### src/rtl/host_bus_endian_defs.svh
// Constants for the host bus endian and config access block
// What this block does
// RQ1: Keep one endian bit per index/data pair
// RQ2: Bit three sets endianness of FIFO accesses
// RQ3: Every endian bit mirrored into four lanes
// RQ4: Config reads identical under either endianness
// RQ5: Reserved nibbles read-only, endian bits reset zero
// RQ6: Index and config take direct narrow writes
// RQ7: Write cycle from strobe pair or enable
// RQ8: Write data latched at cycle trailing edge
// RQ9: Write lane from endianness and low address
// RQ10: Host avoids byte writes in 16-bit mode
// RQ11: Writes ignored after init until a read
// RQ12: Writes ignored outside D0 until a read
// RQ13: Read cycle from strobe pair or enable
// RQ14: Read drives addressed lane onto data pins
// RQ15: Address is byte or word by mode
// RQ16: Reserved bits read zero, writes discarded
`ifndef HOST_BUS_ENDIAN_DEFS_SVH
`define HOST_BUS_ENDIAN_DEFS_SVH
// Dword slot of each register, taken from address bits 4:2
`define HB_SLOT_IDX0 3'h0
`define HB_SLOT_IDX1 3'h2
`define HB_SLOT_IDX2 3'h4
`define HB_SLOT_CFG 3'h7
// Reset value of each index register
`define HB_IDX_RESET 16'h1234
// Reset value of the endian bits
`define HB_CFG_RESET 4'h0
// Bit of the FIFO endian selection
`define HB_CFG_FIFO_BIT 3
// Spacing between shadow copies
`define HB_LANE_BITS 8
`endif

### src/rtl/host_bus_endian_pkg.sv
// Types shared by the host bus endian and config access block
package host_bus_endian_pkg;
  // Host pins after synchronising, all active high
  typedef struct packed {
    logic cs;
    logic wr;
    logic rd;
    logic bus_en;
    logic rnw;
    logic [4:0] addr;
    logic [15:0] data;
  } host_pins_s;
  // Endian selections seen by the rest of the device
  typedef struct packed {
    logic fifo_big;
    logic [2:0] pair_big;
  } endian_cfg_s;
  // Bus cycle tracking
  typedef enum logic [1:0] {
    CYC_IDLE,
    CYC_WRITE,
    CYC_READ
  } cyc_e;
endpackage

### src/rtl/host_bus_endian_config_access.sv
// Indexed-mode host port: index and endian configuration registers
`timescale 1ns/10ps
`include "host_bus_endian_defs.svh"
module host_bus_endian_config_access (
  input wire logic sys_clk_i,
  input wire logic nrst_i,
  input wire logic clk_en_i,
  input wire logic cs_n_i,
  input wire logic wr_n_i,
  input wire logic rd_n_i,
  input wire logic bus_enable_strobe_n_i,
  input wire logic read_not_write_sel_i,
  input wire logic [4:0] addr_i,
  input wire logic [15:0] data_i,
  input wire logic bus_enable_style_i,
  input wire logic bus16_mode_i,
  input wire logic power_d0_i,
  input wire logic init_done_i,
  output logic [15:0] data_o,
  output logic data_oe_n_o,
  output host_bus_endian_pkg::endian_cfg_s endian_cfg_o,
  output logic [47:0] index_regs_o
);

  localparam int PW = $bits(host_bus_endian_pkg::host_pins_s);

  // Raw pin image, polarity normalised to active high
  host_bus_endian_pkg::host_pins_s raw;
  // Three-stage synchroniser chain
  logic [PW-1:0] s1_q;
  logic [PW-1:0] s2_q;
  logic [PW-1:0] s3_q;
  // Filtered pin image and its next value
  logic [PW-1:0] filt_q;
  logic [PW-1:0] filt_d;
  host_bus_endian_pkg::host_pins_s pins;

  assign raw.cs = ~cs_n_i;
  assign raw.wr = ~wr_n_i;
  assign raw.rd = ~rd_n_i;
  assign raw.bus_en = ~bus_enable_strobe_n_i;
  assign raw.rnw = read_not_write_sel_i;
  assign raw.addr = addr_i;
  assign raw.data = data_i;
  assign pins = filt_q;

  // A bit changes only once stages two and three agree
  always_comb begin
    filt_d = ((s2_q ~^ s3_q) & s3_q) | ((s2_q ^ s3_q) & filt_q);
  end

  // Synchroniser and filter registers
  always_ff @(posedge sys_clk_i or negedge nrst_i) begin
    if (!nrst_i) begin
      s1_q <= '0;
      s2_q <= '0;
      s3_q <= '0;
      filt_q <= '0;
    end else if (clk_en_i) begin
      s1_q <= raw;
      s2_q <= s1_q;
      s3_q <= s2_q;
      filt_q <= filt_d;
    end
  end

  // Cycle qualifiers from the filtered pins
  logic wr_act;
  logic rd_act;
  logic live;

  // Either strobe style, always qualified by chip select
  assign wr_act = pins.cs & (bus_enable_style_i ? (pins.bus_en & ~pins.rnw) : pins.wr); // [RQ7]
  assign rd_act = pins.cs & (bus_enable_style_i ? (pins.bus_en & pins.rnw) : pins.rd); // [RQ13]
  // Port is usable only when initialised and in D0
  assign live = power_d0_i & init_done_i;

  // Map a host byte address to a register byte lane
  function automatic logic [1:0] lane_of(input logic [1:0] b, input logic big);
    lane_of = big ? (2'h3 - b) : b;
  endfunction

  // Register state
  logic [15:0] idx_q [3];
  logic [15:0] idx_d [3];
  logic [3:0] cfg_q;
  logic [3:0] cfg_d;
  // Cycle state, write hold and write gate
  host_bus_endian_pkg::cyc_e cyc_q;
  host_bus_endian_pkg::cyc_e cyc_d;
  logic [4:0] hold_addr_q;
  logic [4:0] hold_addr_d;
  logic [15:0] hold_data_q;
  logic [15:0] hold_data_d;
  logic unlock_q;
  logic unlock_d;
  // Write lane decode
  logic commit;
  logic [1:0] wb;
  logic wbig;
  logic [1:0] wla;
  logic [1:0] wlb;
  logic [3:0] wmask;
  logic [31:0] wval;
  logic [31:0] wbytes;
  logic [31:0] widx;
  logic [2:0] wslot;

  // Next values for the cycle tracker and registers
  always_comb begin
    cyc_d = cyc_q;
    hold_addr_d = hold_addr_q;
    hold_data_d = hold_data_q;
    unlock_d = unlock_q;
    commit = 1'b0;
    idx_d = idx_q;
    cfg_d = cfg_q;
    wslot = hold_addr_q[4:2];
    // Word mode has no address bit 0
    wb = bus16_mode_i ? {hold_addr_q[1], 1'b0} : hold_addr_q[1:0]; // [RQ15]
    wbig = 1'b0;
    case (wslot)
      `HB_SLOT_IDX0: wbig = cfg_q[0];
      `HB_SLOT_IDX1: wbig = cfg_q[1];
      `HB_SLOT_IDX2: wbig = cfg_q[2];
      default: wbig = 1'b0;
    endcase
    wla = lane_of(wb, wbig); // [RQ9]
    wlb = lane_of(wb | 2'h1, wbig); // [RQ9]
    wmask = '0;
    wval = '0;
    wval[{wla, 3'b000} +: 8] = hold_data_q[7:0];
    wmask[wla] = 1'b1;
    // Upper host byte only exists in word mode
    if (bus16_mode_i) begin
      wval[{wlb, 3'b000} +: 8] = hold_data_q[15:8];
      wmask[wlb] = 1'b1;
    end
    wbytes = {{8{wmask[3]}}, {8{wmask[2]}}, {8{wmask[1]}}, {8{wmask[0]}}};
    widx = '0;
    case (cyc_q)
      host_bus_endian_pkg::CYC_IDLE: begin
        // Writes win if both strobes appear together
        if (wr_act) begin
          cyc_d = host_bus_endian_pkg::CYC_WRITE;
        end else if (rd_act) begin
          cyc_d = host_bus_endian_pkg::CYC_READ;
        end
      end
      host_bus_endian_pkg::CYC_WRITE: begin
        if (wr_act) begin
          // Track pins while active; hold time may be zero
          hold_addr_d = pins.addr;
          hold_data_d = pins.data;
        end else begin
          // Trailing edge: store only when the gate is open
          commit = unlock_q & live; // [RQ8] [RQ11] [RQ12]
          cyc_d = host_bus_endian_pkg::CYC_IDLE;
        end
      end
      host_bus_endian_pkg::CYC_READ: begin
        if (!rd_act) begin
          // A completed read opens the write gate
          if (live) begin
            unlock_d = 1'b1; // [RQ11] [RQ12]
          end
          cyc_d = host_bus_endian_pkg::CYC_IDLE;
        end
      end
      default: cyc_d = host_bus_endian_pkg::CYC_IDLE;
    endcase
    // Leaving D0 or losing init closes the gate
    if (!live) begin
      unlock_d = 1'b0; // [RQ12]
    end
    if (commit) begin
      case (wslot)
        `HB_SLOT_IDX0, `HB_SLOT_IDX1, `HB_SLOT_IDX2: begin
          // Direct narrow store, no dword assembly
          widx = {16'h0000, idx_q[wslot[2:1]]};
          widx = (widx & ~wbytes) | (wval & wbytes); // [RQ6]
          // Upper half is reserved and dropped
          idx_d[wslot[2:1]] = widx[15:0]; // [RQ16]
        end
        `HB_SLOT_CFG: begin
          // Any set copy among written lanes sets all four
          for (int k = 0; k < 4; k++) begin
            cfg_d[k] = |{wval[k+24], wval[k+16], wval[k+8], wval[k]}; // [RQ3] [RQ1] [RQ2]
          end
        end
        default: begin
          // Data and FIFO slots are handled elsewhere
          cfg_d = cfg_q;
        end
      endcase
    end
  end

  // Cycle tracker and register file
  always_ff @(posedge sys_clk_i or negedge nrst_i) begin
    if (!nrst_i) begin
      cyc_q <= host_bus_endian_pkg::CYC_IDLE;
      hold_addr_q <= '0;
      hold_data_q <= '0;
      unlock_q <= 1'b0;
      idx_q <= '{default: `HB_IDX_RESET};
      cfg_q <= `HB_CFG_RESET; // [RQ5]
    end else if (clk_en_i) begin
      cyc_q <= cyc_d;
      hold_addr_q <= hold_addr_d;
      hold_data_q <= hold_data_d;
      unlock_q <= unlock_d;
      idx_q <= idx_d;
      cfg_q <= cfg_d;
    end
  end

  // Read path: live address selects a register
  logic [31:0] cfg_word;
  logic [31:0] rword;
  logic [1:0] rb;
  logic rbig;
  logic [1:0] rla;
  logic [1:0] rlb;
  logic drive;
  logic [15:0] data_d;
  logic [15:0] data_q;
  logic oe_n_d;
  logic oe_n_q;

  // Each endian nibble shadowed into all lanes, reserved nibbles zero
  assign cfg_word = {4{4'h0, cfg_q}}; // [RQ3] [RQ4] [RQ5] [RQ16]

  // Select and steer the addressed lane
  always_comb begin
    rword = '0;
    rbig = 1'b0;
    case (pins.addr[4:2])
      `HB_SLOT_IDX0: begin
        rword = {16'h0000, idx_q[0]};
        rbig = cfg_q[0];
      end
      `HB_SLOT_IDX1: begin
        rword = {16'h0000, idx_q[1]};
        rbig = cfg_q[1];
      end
      `HB_SLOT_IDX2: begin
        rword = {16'h0000, idx_q[2]};
        rbig = cfg_q[2];
      end
      `HB_SLOT_CFG: rword = cfg_word;
      default: rword = '0;
    endcase
    rb = bus16_mode_i ? {pins.addr[1], 1'b0} : pins.addr[1:0]; // [RQ15]
    rla = lane_of(rb, rbig); // [RQ14]
    rlb = lane_of(rb | 2'h1, rbig); // [RQ14]
    // Reads are ignored outside D0 or before init
    drive = rd_act & live;
    data_d = '0;
    if (drive) begin
      data_d[7:0] = rword[{rla, 3'b000} +: 8]; // [RQ14]
      if (bus16_mode_i) begin
        data_d[15:8] = rword[{rlb, 3'b000} +: 8];
      end
    end
    oe_n_d = ~drive;
  end

  // Data pins are registered to avoid glitches on the bus
  always_ff @(posedge sys_clk_i or negedge nrst_i) begin
    if (!nrst_i) begin
      data_q <= '0;
      oe_n_q <= 1'b1;
    end else if (clk_en_i) begin
      data_q <= data_d;
      oe_n_q <= oe_n_d;
    end
  end

  assign data_o = data_q;
  assign data_oe_n_o = oe_n_q;
  assign endian_cfg_o.fifo_big = cfg_q[`HB_CFG_FIFO_BIT]; // [RQ2]
  assign endian_cfg_o.pair_big = cfg_q[2:0]; // [RQ1]
  assign index_regs_o = {idx_q[2], idx_q[1], idx_q[0]};
endmodule

### config.mk
export PLATFORM = sky130hd
export DESIGN_NAME = host_bus_endian_config_access
export DESIGN_NICKNAME = d
export VERILOG_FILES = /design/src/rtl/host_bus_endian_pkg.sv /design/src/rtl/host_bus_endian_config_access.sv
export VERILOG_INCLUDE_DIRS = /design/src /design/src/rtl
export SDC_FILE = /design/constraint.sdc
export NUM_CORES = 1
export LEC_CHECK = 0
export BUFFER_PORTS_ARGS = -buffer_cell sky130_fd_sc_hd__buf_2
export CAP_MARGIN = 20
export CORE_UTILIZATION = 40
export CTS_CLUSTER_DIAMETER = 150
export DETAILED_ROUTE_END_ITERATION = 12
export GPL_ROUTABILITY_DRIVEN = 0
export PLACE_DENSITY_LB_ADDON = 0.12
export SETUP_SLACK_MARGIN = 0.05
export SLEW_MARGIN = 10
export SYNTH_ARGS = -nofsm -noshare
export SYNTH_HDL_FRONTEND = slang
export SYNTH_SLANG_ARGS = --single-unit
### constraint.sdc
create_clock -name sys_clk_i -period 2.55 [get_ports sys_clk_i]
set_clock_uncertainty 0.05 [all_clocks]
set_input_delay 0.3825 -clock sys_clk_i [delete_from_list [all_inputs] [get_ports sys_clk_i]]
set_output_delay 0.3825 -clock sys_clk_i [all_outputs]
set_load 0.1 [all_outputs]
Word-level counts from Yosys, hierarchy flattened:

Index checks and enable logic that the tools add are counted.

* flip-flop bits (word level): 197
* input port bits: 33
* output and inout port bits: 69
* logic and storage cells: 122

* add/subtract/negate cells: 6
* magnitude comparators: 6
* equality and inequality tests: 13
* shift-type cells: 6
* mux-type cells: 36
* bitwise operators: 25
* reductions and logical operators: 16

Operators with widths (count)
* $pmux W28 S4: 1
* $mux W16: 4
* $shift A8 B7 Y32 const A: 2
* $shiftx A32 B6 Y8: 2
* $shiftx A8 B7 Y32: 2
* $and A26 B26 Y26: 2
* $bwmux W48: 1
* $and A16 B16 Y16: 2
* $and A32 B32 Y32: 1
* $bmux W16 S2: 1
* $bwmux W32: 1
* $demux W16 S2: 1
* $mux W28: 1
* $or A26 B26 Y26: 1
* $xnor A26 B26 Y26: 1
* $xor A26 B26 Y26: 1
* $mux W2: 9
* $not A16 Y16: 1
* $or A16 B16 Y16: 1
* $reduce_or A4 Y1: 4
* $neg A5 Y7: 2
* $eq A3 B3 Y1 const B: 4
* $reduce_and A3 Y1: 4
* $mux W1: 11
* 24 further kinds: 48

Logic depth before layout (Yosys ltp):

* depth in word-level cells: 13
* depth in mapped cells: 12
* mapped depth without buffers: 10

Worst setup path before layout:

OpenSTA, ideal clock, no wires.

* kind: reg2reg
* from: register cfg_q[2], in the netlist endian_cfg_o[2]
* to: register idx_q, in the netlist index_regs_o[34]
* setup time: 82 ps
* data arrival time: 3236 ps
* required time: 2418 ps
* slack: -818 ps
* stages on the path, launching flop included: 11
* path buffers: 2
* clock period less this slack: 3368 ps
* path through: dfrtp_1 -> nand4bb_1 -> o21a_1 -> buf_6 -> ha_1 -> inv_1 -> clkbuf_1 -> o211ai_1 -> a222oi_1 -> a31oi_1 -> mux2_2

* word-level cells in the longest chain between the ends: 12
* elaborated cells on any way between the ends: 29
* classes of those cells: 2 x add/sub; 4 x order compare; 4 x shift; 11 x mux; 6 x bitwise; 2 x reduce/logical

Ends and longest elaborated chain
* start, declared: line host_bus_endian_config_access.sv:86 `logic [3:0] cfg_q;`
* start signal, assigned: line host_bus_endian_config_access.sv:207 `` cfg_q <= `HB_CFG_RESET; ``
* start signal, assigned: line host_bus_endian_config_access.sv:214 `cfg_q <= cfg_d;`
* $pmux W1 S3 (*): line host_bus_endian_config_access.sv:122 `case (wslot)`
* branches (longest 9 deep; another with $neg A5 Y7)
* $or A16 B16 Y16 (*): line host_bus_endian_config_access.sv:181 `widx = (widx & ~wbytes) | (wval & wbytes);`
* $bwmux W48 (*): line host_bus_endian_config_access.sv:183 `idx_d[wslot[2:1]] = widx[15:0];`
* end signal, assigned: line host_bus_endian_config_access.sv:213 `idx_q <= idx_d;`
* end, declared: line host_bus_endian_config_access.sv:84 `logic [15:0] idx_q [3];`

Every way passes the cells marked *.
A chain may end at the register's enable or synchronous reset.

Worst setup path in the final report:

* from: register hold_addr_q[2]
* to: register idx_q, in the netlist index_regs_o[18]

* word-level cells in the longest chain between the ends: 13
* elaborated cells on any way between the ends: 34
* classes of those cells: 2 x add/sub; 4 x order compare; 2 x eq/ne; 4 x shift; 11 x mux; 6 x bitwise; 5 x reduce/logical

Ends and longest elaborated chain
* start, declared: line host_bus_endian_config_access.sv:91 `logic [4:0] hold_addr_q;`
* start signal, assigned: line host_bus_endian_config_access.sv:210 `hold_addr_q <= hold_addr_d;`
* branches (longest 13 deep; another with $neg A5 Y7)

Parallel ways; which one is timed is not known.

==> flow_metrics.tcl <==
set metrics [dict create \
    post-route-util_pct 49.0 \
    dieHeight_um 157 \
    drc 0 \
    diodes 0 \
    cpMaxStageDelayCell "dfrtp_1" \
    synth-edff-count 0 \
    antenna_found_initial 0 \
    final.setup.worst_slack_ns -0.0366 \
    cp.required_ns 2.87 \
    start_util_pct 40.9 \
    cts_root_buffer "clkbuf_16" \
    io_buffer_count 101 \
    syn-cell-area_um2 9640 \
    drive_gt1_share_pct 39.1 \
    drtAntennaViolNets 0 \
    synthTopCellsByCount "dfrtp_1, mux2_2, nand2_1, o21ai_0, mux2i_1" \
    detail_route.iter0.violations 469 \
    grt_pass1_wl_um 38000 \
    syn_inst 828 \
    cts_tree "built" \
    yosys.area.top_type "dfrtp_1" \
    clock.fmax_ghz 0.387 \
    grt_pass1_vias 6729 \
    p_comb_share_pct 16.0 \
    num_io_pins 102 \
    ys.flop_type "dfrtp_1" \
    grt_max_degree 111 \
    grt_use_total_pct 20.3 \
    vias_per_cell 5.41 \
    fin_tns_setup_ns -0.106 \
    die_x_um 157 \
    cap_violations 0 \
    crit_type "reg2reg" \
    slew_headroom_pct 63.2 \
    worstReg2RegEnd "index_regs_o[18]" \
    reg2reg_slack_ns -0.04 \
    path_cells "or2_4, o21a_4, ha_4, nor4b_4, o211ai_1, o211ai_4, a222oi_1, a31oi_1, mux2_2" \
    startpoint "hold_addr_q[2]" \
    status "finished with violations" \
    dp_hpwl_um 16600 \
    r2r_start "hold_addr_q[2]" \
    setup_violations 3 \
    cell_internal_pwr_mw 5.41 \
    clock_path_buffers 2 \
    p_total_mw 7.59 \
    synth_cell_types 71 \
    die-area_um2 24700 \
    dp_cells 1244 \
    core_area_um2 23500 \
    clock_latency_ns 0.43 \
    powerDensity_nw_per_um2 658 \
    seq_power_share_pct 49.5 \
    num-nets-final 1014 \
    htreeDepth 4 \
    firstDrtPassIters 7 \
    switching_share_pct 28.7 \
    numClockSinks 197 \
    ys_async_sr_fraction_pct 100 \
    syn_to_final_growth_pct 19.6 \
    nFillCells 2213 \
    p_sw_mw 2.17 \
    period_share_pct 101 \
    final_area_um2 11500 \
    fin_crit_ns 2.59 \
    cp-endpoint "index_regs_o[18]" \
    row_count 56 \
    worstMarginPinSlew_ns 0.552 \
    worstPathMaxFanout 7 \
    fin_hold_ws_ns 0.0726 \
    synth_top_area_share_pct 47.0 \
    rsz0062_at_grt "yes" \
    synth_seq_cells 197 \
    ys_warn_count 0 \
    instances_no_fill 1280 \
    seq_area_frac_synth_pct 51.4 \
    yosysMostFrequentCell "dfrtp_1" \
    cp_slowest_stage_delay_ns 0.40 \
    violations "negative setup slack" \
    overflow 0 \
    wl_um 24000 \
    synth_area_per_cell_um2 11.6 \
    leakagePower_nw 5.38 \
    finalMaxSlewViolations 0 \
    endpoint_kind "flop" \
    vdd_ir_drop_max_mv 0.395 \
    place_ws_ns -0.0537 \
    hold_violations 0 \
    pwr-share-clk_pct 34.5 \
    hold_path.class "in2reg" \
    post_drt_wl_per_cell_um 18.7 \
    path_clk_slew_ns 0.07 \
    cts_made_buffers 17 \
    start_kind "flop" \
    synth_fp_nets 893 \
    worst-r2r-cell-count 9 \
    place_area_um2 10800 \
    cp.arrival_ns 2.91 \
    num_vias 6929 \
    synthTopCellsByArea "dfrtp_1, mux2_2, mux2i_1" \
]
## state kept, by name, summed over array words and instances, names as in the netlist
| register | flops |
|---|---|
| cyc_q | 2 |
| filt_q | 26 |
| data_oe_n_o | 1 |
| s1_q | 26 |
| endian_cfg_o | 4 |
| hold_data_q | 16 |
| hold_addr_q | 5 |
| s3_q | 26 |
| data_o | 16 |
| unlock_q | 1 |
| index_regs_o | 48 |
| s2_q | 26 |
## what timing repair did
item,4_1_cts,5_1_grt
gates resized for setup,6,21
cloned,0,1
endpoints found under the hold margin,46,0
hold buffers,1,0
setup buffers,1,2
endpoints found under the setup margin,52,52
pin swaps,3,15
## cell type report
cell class | instances | area, um2 | share of cell area (%)
sequential | 197 | 4960 | 43.0
multi-input combinational | 570 | 4600 | 39.9
timing repair buffer | 151 | 957 | 8.30
clock buffer | 19 | 443 | 3.84
tap | 319 | 399 | 3.46
clock inverter | 12 | 119 | 1.03
inverter | 12 | 47.5 | 0.412
## power by group through the flow
stage	registers, mW	clock network [mW]	logic, mW
after floorplan	3.71	0	0.853
after global routing	3.81	2.80	1.36
after detailed placement	3.82	0	1.20
after CTS	3.76	2.71	1.21
after global placement	3.81	0	1.18
final	3.75	2.62	1.21
## logic make-up after synthesis
family | count (synthesis) | share of synthesized area (%)
muxes | 189 | 21.6
and+or+nand+nor | 182 | 8.63
buffers and inverters | 62 | 2.71
DFF | 197 | 51.4
xor gates and xnor gates | 3 | 0.467
adders and majority gates | 32 | 4.15
AOI/OAI and AO/OA | 163 | 11.1
## layer usage
layer  vias up  wire length (um)  share of wire (%)  track usage (%)
li1       3250                 -                  -                -
met1      3465             11200                 47             28.3
met2       180             11000                 46             31.7
met3        34               972                4.1             2.53
met4         0               755                3.2             8.88
met5         -                 0                  0                0
## cells in the final DEF (no fill, tap or decap), types with 5 or more instances in the layout
| master | count |
|---|---|
| nor4_1 | 5 |
| mux2_2 | 133 |
| nand3_1 | 5 |
| a31oi_1 | 9 |
| clkbuf_16 | 17 |
| a21oi_1 | 31 |
| mux2i_1 | 43 |
| nand2_1 | 94 |
| buf_12 | 5 |
| o21ai_1 | 8 |
| o211ai_1 | 8 |
| dfrtp_1 | 177 |
| a221oi_1 | 6 |
| nor2_1 | 39 |
| nor2b_1 | 7 |
| o2bb2ai_1 | 11 |
| buf_4 | 45 |
| inv_1 | 10 |
| o21ai_0 | 48 |
| buf_2 | 99 |
| dfstp_2 | 16 |
| a31oi_2 | 5 |
| ha_1 | 30 |
| mux2_4 | 8 |
## critical path, delay by kind of cell, from the launching register on
kind	cells	cell delay [ns]
and+or+nand+nor	2	0.54
muxes	1	0.21
adders and majority gates	1	0.27
AOI/OAI and AO/OA	5	1.05
DFF	1	0.40
## how the worst min path moves through the flow
stage	startpoint	end	slack, ns	cells after the start
4_1_cts	bus_enable_strobe_n_i	s1_q[22]	0.05	2
5_1_grt	bus_enable_strobe_n_i	s1_q[22]	0.06	2
6_report	bus_enable_strobe_n_i	s1_q[22]	0.07	2
3_3_place_gp	nrst_i	data_o[13]	0.35	1
3_5_place_dp	nrst_i	data_o[13]	0.34	1
2_1_floorplan	nrst_i	cyc_q[0]	0.04	0
Note: power is estimated with default switching activity, not from simulation.
